`config.mk`:
```
export PLATFORM = sky130hd
export DESIGN_NAME = microword_control_decode
export DESIGN_NICKNAME = d
export VERILOG_FILES = /design/src/rtl/uword_ctl_pkg.sv /design/src/rtl/microword_control_decode.sv
export SDC_FILE = /design/constraint.sdc
export NUM_CORES = 1
export LEC_CHECK = 0
export ABC_AREA = 0
export BUFFER_PORTS_ARGS = -buffer_cell sky130_fd_sc_hd__buf_2
export CAP_MARGIN = 5
export CORE_MARGIN = 10
export CORE_UTILIZATION = 25
export DETAILED_ROUTE_END_ITERATION = 12
export PLACE_DENSITY = 0.45
export SYNTH_ARGS = -nofsm -noshare
export SYNTH_HDL_FRONTEND = slang
export SYNTH_SLANG_ARGS = --single-unit
```
`constraint.sdc`:
```
create_clock -name clk_i -period 4.6 [get_ports clk_i]
set_input_delay 0 -clock clk_i [delete_from_list [all_inputs] [get_ports clk_i]]
set_output_delay 0 -clock clk_i [all_outputs]
set_load 0.05 [all_outputs]
```
`src/rtl/uword_ctl_pkg.sv`:
```
package uword_ctl_pkg;

    // ==========================================================
    // microword control fields, all active high in the buffer
    typedef struct packed {
        logic       clock_stop;
        logic [1:0] cycle_length_code;
        logic       instr_reg_clock_enable;
        logic       scratch_write_high;
        logic       scratch_write_low;
        logic       b_reg_clock_enable;
        logic       d_reg_clock_enable;
        logic       bus_addr_clock_enable;
        logic       begin_bus_cycle;
        logic [1:0] bus_ctl;
        logic [3:0] data_alteration_code;
        logic [2:0] proc_status_select;
        logic       alu_mode_select;
        logic [3:0] alu_function_select;
        logic [3:0] b_constant_select;
        logic [1:0] bmux_high_select;
        logic [1:0] bmux_low_select;
        logic [1:0] dmux_source_select;
        logic       bus_addr_mux_select;
    } microword_t;

    // ==========================================================
    // datapath values seen by the multiplexers
    typedef struct packed {
        logic [15:0] read_bus;
        logic [15:0] d_reg;
        logic [15:0] sys_bus;
        logic [15:0] b_reg;
        logic [15:0] alu_out;
        logic [4:0]  ir_alu_op;
    } datapath_t;

    typedef enum logic {
        ST_IDLE = 1'b0,
        ST_RUN  = 1'b1
    } seq_state_t;

    // ==========================================================
    // timing
    localparam int CLK_PERIOD_NS = 40;
    localparam int SHORT_NS      = 140;
    localparam int MEDIUM_NS     = 200;
    localparam int LONG_NS       = 300;
    localparam logic [3:0] SHORT_CYC  = 4'((SHORT_NS + CLK_PERIOD_NS - 1) / CLK_PERIOD_NS);
    localparam logic [3:0] MEDIUM_CYC = 4'((MEDIUM_NS + CLK_PERIOD_NS - 1) / CLK_PERIOD_NS);
    localparam logic [3:0] LONG_CYC   = 4'((LONG_NS + CLK_PERIOD_NS - 1) / CLK_PERIOD_NS);

    // ==========================================================
    // data-alteration codes
    localparam logic [3:0] ALT_NONE      = 4'h0;
    localparam logic [3:0] ALT_ODD_CHK   = 4'h1;
    localparam logic [3:0] ALT_STACK_CHK = 4'h2;
    localparam logic [3:0] ALT_BOTH_CHK  = 4'h3;
    localparam logic [3:0] ALT_SET_EXAM  = 4'h4;
    localparam logic [3:0] ALT_CLR_EXAM  = 4'h5;
    localparam logic [3:0] ALT_SET_DEP   = 4'h6;
    localparam logic [3:0] ALT_CLR_DEP   = 4'h7;
    localparam logic [1:0] ALT_IR_ALU    = 2'h3;

    // processor-status select: whole-code load
    localparam logic [2:0] PS_LOAD_WORD = 3'h7;

    // ==========================================================
    // registers
    localparam logic [3:0]  REG_CONTROL     = 4'h0;
    localparam logic [3:0]  REG_STATUS      = 4'h4;
    localparam logic [3:0]  REG_STACK_LIMIT = 4'h8;
    localparam logic [3:0]  REG_WORD        = 4'hc;
    localparam logic [15:0] STACK_LIMIT_RST = 16'h0400;
    localparam int CTL_START  = 0;
    localparam int CTL_ERRCLR = 1;

    // ==========================================================
    // b constants table
    localparam logic [15:0] B_CONST_TABLE [16] = '{
        16'h0000, 16'h0001, 16'h0002, 16'h0003,
        16'h0004, 16'h0006, 16'h0008, 16'h000a,
        16'h0010, 16'h0014, 16'h0018, 16'h001c,
        16'h0080, 16'h0800, 16'hfffe, 16'hffff
    };

endpackage
```
`src/rtl/microword_control_decode.sv`:
```
`timescale 1ns/1ps
// Summary of operation
// - mux select high routes alu to address
// - two-bit code picks d-mux source
// - low codes 00/01 pass low b byte
// - low code 10 swaps upper b byte down
// - low code 11 feeds low b constants
// - high code 00 passes upper b byte
// - high code 01 replicates b bit seven
// - high code 10 swaps lower byte up
// - high code 11 feeds constant lines
// - four-bit field decodes sixteen b constants
// - alu from microword unless code 11xx
// - status select decoded bitwise and whole
// - alteration code enables bus exception checks
// - alteration codes set/clear examine, deposit flags
// - begin-bus with p1 launches bus cycle
// - bus control bits held for cycle
// - three bits gate register clock pulses
// - two bits gate scratch byte writes
// - instruction register clocked only when enabled
// - clock stop halts until external start
// - length code picks short, medium, long
// - lengths 140, 200, 300 ns nominal
// - control fields active high, uncomplemented
module microword_control_decode
(
    input  wire logic                      clk_i,
    input  wire logic                      rst_i,
    input  wire uword_ctl_pkg::microword_t rom_word_i,
    input  wire uword_ctl_pkg::datapath_t  dp_i,
    input  wire logic                      start_i,
    input  wire logic                      npr_request_i,
    input  wire logic [3:0]                wb_adr_i,
    input  wire logic [31:0]               wb_dat_i,
    input  wire logic [3:0]                wb_sel_i,
    input  wire logic                      wb_we_i,
    input  wire logic                      wb_cyc_i,
    input  wire logic                      wb_stb_i,
    output logic [31:0]                    wb_dat_o,
    output logic                           wb_ack_o,
    output logic                           word_load_o,
    output logic [15:0]                    bus_addr_data_o,
    output logic [15:0]                    dmux_o,
    output logic [15:0]                    alu_b_o,
    output logic [4:0]                     alu_op_o,
    output logic                           ps_load_cc_o,
    output logic                           ps_cc_from_ir_o,
    output logic                           ps_load_word_o,
    output logic                           begin_bus_o,
    output logic [1:0]                     bus_ctl_o,
    output logic                           odd_error_o,
    output logic                           stack_error_o,
    output logic                           npr_grant_o,
    output logic                           clk_bus_addr_o,
    output logic                           clk_d_reg_o,
    output logic                           clk_b_reg_o,
    output logic                           write_low_o,
    output logic                           write_high_o,
    output logic                           clk_instr_reg_o,
    output logic                           examine_flag_o,
    output logic                           deposit_flag_o,
    output logic                           run_o,
    output logic                           idle_o,
    output logic [2:0]                     cycle_select_o,
    output logic                           overlap_permit_o
);
    import uword_ctl_pkg::*;

    // ==========================================================
    // functions
    function automatic logic [3:0] cycle_count(input logic [1:0] code);
        if (code == 2'b11)
            cycle_count = LONG_CYC;
        else if (code == 2'b10)
            cycle_count = MEDIUM_CYC;
        else
            cycle_count = SHORT_CYC;
    endfunction

    function automatic logic [15:0] bus_read_word(input logic [3:0] adr,
                                                  input logic [31:0] st,
                                                  input logic [15:0] lim,
                                                  input logic [31:0] wrd);
        if (adr == REG_STATUS)
            bus_read_word = st[15:0];
        else if (adr == REG_STACK_LIMIT)
            bus_read_word = lim;
        else if (adr == REG_WORD)
            bus_read_word = wrd[15:0];
        else
            bus_read_word = 16'h0000;
    endfunction

    // ==========================================================
    // declarations
    microword_t  uw;
    seq_state_t  state;
    logic [3:0]  cyc_cnt;
    logic        p1;
    logic        start_meta;
    logic        start_sync;
    logic        start_prev;
    logic        npr_meta;
    logic        npr_sync;
    logic        soft_start;
    logic        err_clear;
    logic [15:0] stack_limit;
    logic        last;
    logic        start_evt;
    logic        load;
    logic [15:0] b_const;
    logic        bus_wr;
    logic [31:0] status_word;

    // ==========================================================
    // pin synchronisers
    always_ff @(posedge clk_i)
    begin
        if (rst_i)
        begin
            start_meta <= 1'b0;
            start_sync <= 1'b0;
            start_prev <= 1'b0;
            npr_meta   <= 1'b0;
            npr_sync   <= 1'b0;
        end
        else
        begin
            start_meta <= start_i;
            start_sync <= start_meta;
            start_prev <= start_sync;
            npr_meta   <= npr_request_i;
            npr_sync   <= npr_meta;
        end
    end

    assign last      = (state == ST_RUN) && (cyc_cnt == 4'h1);
    assign start_evt = (state == ST_IDLE) && ((start_sync && !start_prev) || soft_start);
    assign load      = start_evt || (last && !uw.clock_stop);

    // ==========================================================
    // run / idle sequencer and cycle timer
    always_ff @(posedge clk_i)
    begin
        if (rst_i)
        begin
            state   <= ST_IDLE;
            cyc_cnt <= 4'h0;
            p1      <= 1'b0;
        end
        else
        begin
            p1 <= load;
            case (state)
                ST_IDLE:
                begin
                    if (start_evt)
                    begin
                        state   <= ST_RUN;
                        cyc_cnt <= cycle_count(rom_word_i.cycle_length_code);
                    end
                end
                ST_RUN:
                begin
                    if (last && uw.clock_stop)
                    begin
                        state   <= ST_IDLE;
                        cyc_cnt <= 4'h0;
                    end
                    else if (last)
                        cyc_cnt <= cycle_count(rom_word_i.cycle_length_code);
                    else
                        cyc_cnt <= cyc_cnt - 4'h1;
                end
                default:
                    state <= ST_IDLE;
            endcase
        end
    end

    // ==========================================================
    // microword buffer
    always_ff @(posedge clk_i)
    begin
        if (rst_i)
            uw <= '0;
        else if (load)
            uw <= rom_word_i;
    end

    // ==========================================================
    // datapath steering
    assign b_const = B_CONST_TABLE[uw.b_constant_select];

    always_ff @(posedge clk_i)
    begin
        if (rst_i)
        begin
            bus_addr_data_o <= 16'h0000;
            dmux_o          <= 16'h0000;
            alu_b_o         <= 16'h0000;
            alu_op_o        <= 5'h00;
        end
        else
        begin
            bus_addr_data_o <= uw.bus_addr_mux_select ? dp_i.alu_out : dp_i.read_bus;
            case (uw.dmux_source_select)
                2'b00:   dmux_o <= dp_i.read_bus;
                2'b01:   dmux_o <= dp_i.d_reg;
                2'b10:   dmux_o <= dp_i.sys_bus;
                default: dmux_o <= {dp_i.d_reg[15], dp_i.d_reg[15:1]};
            endcase
            case (uw.bmux_low_select)
                2'b00, 2'b01: alu_b_o[7:0] <= dp_i.b_reg[7:0];
                2'b10:        alu_b_o[7:0] <= dp_i.b_reg[15:8];
                default:      alu_b_o[7:0] <= b_const[7:0];
            endcase
            case (uw.bmux_high_select)
                2'b00:   alu_b_o[15:8] <= dp_i.b_reg[15:8];
                2'b01:   alu_b_o[15:8] <= {8{dp_i.b_reg[7]}};
                2'b10:   alu_b_o[15:8] <= dp_i.b_reg[7:0];
                default: alu_b_o[15:8] <= {{4{b_const[15]}}, b_const[11], {3{b_const[15]}}};
            endcase
            if (uw.data_alteration_code[3:2] == ALT_IR_ALU)
                alu_op_o <= dp_i.ir_alu_op;
            else
                alu_op_o <= {uw.alu_mode_select, uw.alu_function_select};
        end
    end

    // ==========================================================
    // processor status control
    always_ff @(posedge clk_i)
    begin
        if (rst_i)
        begin
            ps_load_cc_o    <= 1'b0;
            ps_cc_from_ir_o <= 1'b0;
            ps_load_word_o  <= 1'b0;
        end
        else
        begin
            ps_load_cc_o    <= last && uw.proc_status_select[0];
            ps_cc_from_ir_o <= uw.proc_status_select[1];
            ps_load_word_o  <= last && (uw.proc_status_select == PS_LOAD_WORD);
        end
    end

    // ==========================================================
    // bus cycle start, checks and holding bits
    always_ff @(posedge clk_i)
    begin
        if (rst_i)
        begin
            begin_bus_o   <= 1'b0;
            bus_ctl_o     <= 2'b00;
            odd_error_o   <= 1'b0;
            stack_error_o <= 1'b0;
            npr_grant_o   <= 1'b0;
        end
        else
        begin
            begin_bus_o <= p1 && uw.begin_bus_cycle;
            if (p1 && uw.begin_bus_cycle)
            begin
                bus_ctl_o   <= uw.bus_ctl;
                npr_grant_o <= npr_sync;
                odd_error_o <= dp_i.alu_out[0] &&
                    ((uw.data_alteration_code == ALT_ODD_CHK) ||
                     (uw.data_alteration_code == ALT_BOTH_CHK));
                stack_error_o <= (dp_i.alu_out < stack_limit) &&
                    ((uw.data_alteration_code == ALT_STACK_CHK) ||
                     (uw.data_alteration_code == ALT_BOTH_CHK));
            end
            else if (err_clear)
            begin
                odd_error_o   <= 1'b0;
                stack_error_o <= 1'b0;
            end
        end
    end

    // ==========================================================
    // register clock and write pulses
    always_ff @(posedge clk_i)
    begin
        if (rst_i)
        begin
            clk_bus_addr_o  <= 1'b0;
            clk_d_reg_o     <= 1'b0;
            clk_b_reg_o     <= 1'b0;
            write_low_o     <= 1'b0;
            write_high_o    <= 1'b0;
            clk_instr_reg_o <= 1'b0;
            word_load_o     <= 1'b0;
        end
        else
        begin
            clk_bus_addr_o  <= last && uw.bus_addr_clock_enable;
            clk_d_reg_o     <= last && uw.d_reg_clock_enable;
            clk_b_reg_o     <= last && uw.b_reg_clock_enable;
            write_low_o     <= last && uw.scratch_write_low;
            write_high_o    <= last && uw.scratch_write_high;
            clk_instr_reg_o <= last && uw.instr_reg_clock_enable;
            word_load_o     <= load;
        end
    end

    // ==========================================================
    // console examine / deposit flags
    always_ff @(posedge clk_i)
    begin
        if (rst_i)
        begin
            examine_flag_o <= 1'b0;
            deposit_flag_o <= 1'b0;
        end
        else if (last)
        begin
            if (uw.data_alteration_code == ALT_SET_EXAM)
                examine_flag_o <= 1'b1;
            else if (uw.data_alteration_code == ALT_CLR_EXAM)
                examine_flag_o <= 1'b0;
            if (uw.data_alteration_code == ALT_SET_DEP)
                deposit_flag_o <= 1'b1;
            else if (uw.data_alteration_code == ALT_CLR_DEP)
                deposit_flag_o <= 1'b0;
        end
    end

    // ==========================================================
    // clock status outputs
    always_ff @(posedge clk_i)
    begin
        if (rst_i)
        begin
            run_o            <= 1'b0;
            idle_o           <= 1'b1;
            cycle_select_o   <= 3'b000;
            overlap_permit_o <= 1'b0;
        end
        else
        begin
            run_o            <= (state == ST_RUN);
            idle_o           <= (state == ST_IDLE);
            cycle_select_o   <= (state != ST_RUN) ? 3'b000 :
                                (uw.cycle_length_code == 2'b11) ? 3'b100 :
                                (uw.cycle_length_code == 2'b10) ? 3'b010 : 3'b001;
            overlap_permit_o <= (state == ST_RUN) && (uw.cycle_length_code == 2'b00);
        end
    end

    // ==========================================================
    // wishbone slave
    assign bus_wr      = wb_cyc_i && wb_stb_i && wb_we_i && !wb_ack_o;
    assign status_word = {16'h0000, 4'h0, npr_sync, bus_ctl_o, begin_bus_o,
                          stack_error_o, odd_error_o, deposit_flag_o, examine_flag_o,
                          cycle_select_o, run_o};

    always_ff @(posedge clk_i)
    begin
        if (rst_i)
        begin
            wb_ack_o    <= 1'b0;
            wb_dat_o    <= 32'h0000_0000;
            soft_start  <= 1'b0;
            err_clear   <= 1'b0;
            stack_limit <= STACK_LIMIT_RST;
        end
        else
        begin
            wb_ack_o   <= wb_cyc_i && wb_stb_i && !wb_ack_o;
            wb_dat_o   <= {16'h0000, bus_read_word(wb_adr_i, status_word, stack_limit,
                                                   32'(uw))};
            soft_start <= 1'b0;
            err_clear  <= 1'b0;
            if (bus_wr && (wb_adr_i == REG_CONTROL) && wb_sel_i[0])
            begin
                soft_start <= wb_dat_i[CTL_START];
                err_clear  <= wb_dat_i[CTL_ERRCLR];
            end
            else if (bus_wr && (wb_adr_i == REG_STACK_LIMIT))
            begin
                if (wb_sel_i[0])
                    stack_limit[7:0] <= wb_dat_i[7:0];
                if (wb_sel_i[1])
                    stack_limit[15:8] <= wb_dat_i[15:8];
            end
        end
    end

endmodule

```
==> impl_metrics.tcl <==
set metrics [dict create \
    status "finished clean" \
    synth_flop_cell "dfxtp_1" \
    worstSetupStartpointType "flop" \
    area_growth_pct 50.2 \
    startpoint "state" \
    die_w_microns 184 \
    clockRootBuffer "clkbuf_16" \
    drt-total-wl_microns 25200 \
    die_area_sq_um 33900 \
    cts_resized 0 \
    cts_buffers 17 \
    detail_route.first_pass.iterations 5 \
    final-max-slew-violation-count 0 \
    peakVddDrop_mv 0.171 \
    nFillCells 2769 \
    ios 277 \
    synthCells 722 \
    avgSynthCellArea_sq_um 9.33 \
    grt_first_pass_wirelength_microns 38000 \
    cellPowerDensity_nw_per_um2 352 \
    r2r_setup_slack_ps 2000 \
    cts_setup_buffers 0 \
    avgRoutedWirePerCell_microns 17.6 \
    rsz0062_at_grt "false" \
    fin_crit_sh_pct 56.4 \
    start_util_pct 25.2 \
    grt_usage_pct 14.5 \
    cp_data_required_time_ps 4940 \
    grt_max_degree 66 \
    antenna_found_initial 0 \
    vias_per_cell 4.41 \
    crit_arrival_ps 2940 \
    finalHoldViolations 0 \
    numPortBuffers 242 \
    critPathCaptureType "flop" \
    post-route-min-period_ps 2600 \
    die_y_microns 184 \
    fin_area_sq_um 10100 \
    clkLatencyLatePin_ps 420 \
    p_leak_nw 4.40 \
    fin_util_pct 37.9 \
    grt_pass1_vias 6512 \
    path_clk_slew_ps 60 \
    gp_congestion 0.786 \
    hold_path_class "primary input to flop" \
    setup.worst_path.class "flop to flop" \
    final-setup-viol-count 0 \
    overflow 0 \
    num_rows 60 \
    yosys_warnings 0 \
    r2r_start "state" \
    syn_area_sq_um 6740 \
    synth_seq_cells 157 \
    synth_edf_count 0 \
    synth_cell_types 53 \
    multi_input_area_sq_um 3190 \
    holdBufCountCts 135 \
    cts_sinks 157 \
    fmax_ghz 0.385 \
    reg2reg_to "uw[5]" \
    place_area_sq_um 8120 \
    hpwl_microns 18500 \
    n_antenna_cell 0 \
    drcViolationCount 0 \
    seq_area_frac_synth_pct 46.6 \
    tritoncts "done" \
    maxSlewHeadroom_pct 19.5 \
    num_vias 6311 \
    cap_viol_max_count 0 \
    fin_worst_skew_ps 13.6 \
    hold_path.startpoint "dp_i[51]" \
    ff2ff_path_depth 5 \
    hold_path_end "dmux_o[14]" \
    drt_first_iter_violations 253 \
    crit_fanout 24 \
    seqCellArea_sq_um 3140 \
    drtAntennaViolNets 0 \
    coreArea_sq_um 26700 \
    async_flop_share_pct 0 \
    worst_pin_slew_ps 1210 \
    drive_gt1_share_pct 29.4 \
    clockBufferDepth 2 \
    cts.htree.levels 4 \
    fin_nets 1262 \
    holdPathStages 3 \
    tns_ps 0 \
]
==> synthesized netlist by cell type, types with 3 or more instances <==
cell	number	area (sq um)
o21ai_0	11	55.1
a22oi_1	16	120
nand2_1	94	353
nand4_1	4	25.0
ha_1	17	213
nor2_1	66	248
nand3b_1	3	22.5
o211ai_1	5	37.5
nand3_1	12	60.1
a211oi_1	3	22.5
a21oi_1	59	295
nand2b_1	21	131
inv_1	27	101
nor2b_1	24	150
buf_4	20	150
mux4_2	15	338
or2_2	7	43.8
a21oi_2	8	70.1
buf_2	9	45.0
a311oi_1	6	52.6
clkbuf_1	25	93.8
mux2i_1	43	430
nor3_1	21	105
buf_6	6	67.6
dfxtp_1	157	3140
and2_1	8	50.1
==> cell type report <==
class | count | share of cell area [%]
repair buffers | 384 | 25.9
multi-input cells | 491 | 31.5
flip-flops and latches | 157 | 31.1
clock buffers | 18 | 4.34
clock inverters | 14 | 2.03
well taps | 341 | 4.22
inverters | 27 | 1.00
==> cell families after synthesis <==
kind of cell	Yosys count	share of synthesized area, %
adders and majority gates	17	3.16
and+or+nand+nor	278	20.2
muxes	60	11.7
AOI/OAI and AO/OA	120	11.3
DFF	157	46.6
buffers and inverters	89	6.91
other	1	0.0556
==> worst max path at each step <==
stage,end,slack [ps],cells past startpoint
2_1_floorplan,odd_error_o,3020,3
3_3_place_gp,uw[2],1970,5
3_5_place_dp,uw[7],1960,5
4_1_cts,uw[5],1920,5
5_1_grt,uw[14],1760,5
6_report,uw[5],2000,5
==> metal layers <==
| layer | routed length, microns | GRT usage (%) | share of wire, % |
|---|---|---|---|
| met3 | 1750 | 4.25 | 6.9 |
| met2 | 11800 | 23.9 | 47 |
| met1 | 11400 | 18.1 | 45 |
| met5 | 0 | 0 | 0 |
| met4 | 246 | 3.70 | 0.98 |
==> through the flow <==
stage               power (mW)  setup WS [ps]  instances  hold WS (ps)
floorplan                 1.79           3020        737           112
global placement          1.94           1970       1265           229
detailed placement        1.94           1960       1265           236
CTS                       3.61           1920       1432         0.703
global route              3.71           1760       1432          22.7
finish                    3.56           2000       1432          23.0
==> cell usage in the layout, fill, tap and decap left out, types with 24 or more instances in the layout <==
cell type and count:
buf_2 241, dfxtp_1 157, dlygate4sd3_1 135, nand2_1 94, nor2_1 66, a21oi_1 59
mux2i_1 43, inv_1 27, nor2b_1 24
==> report_power, final <==
group	leakage (nW)	total, mW	switching (mW)	internal, mW
logic	2.81	0.552	0.319	0.233
registers	1.28	1.45	0.0413	1.41
clock network	0.314	1.55	0.617	0.937
total	4.40	3.56	0.976	2.58
==> registers in the layout (all words and copies together) (netlist names), 3 cells and up <==
register	flops
dmux_o	16
bus_addr_data_o	16
cycle_select_o	3
alu_op_o	5
wb_dat_o	16
cyc_cnt	4
stack_limit	16
alu_b_o	16
uw	35
==> worst max-delay path: stages (launching register included) <==
cell and delay [ps]:
dfxtp_1 650, nand4bb_1 570, o22ai_4 740, buf_4 340, nand2_1 80, a21oi_1 130
Note: power is estimated with default switching activity, not from simulation.
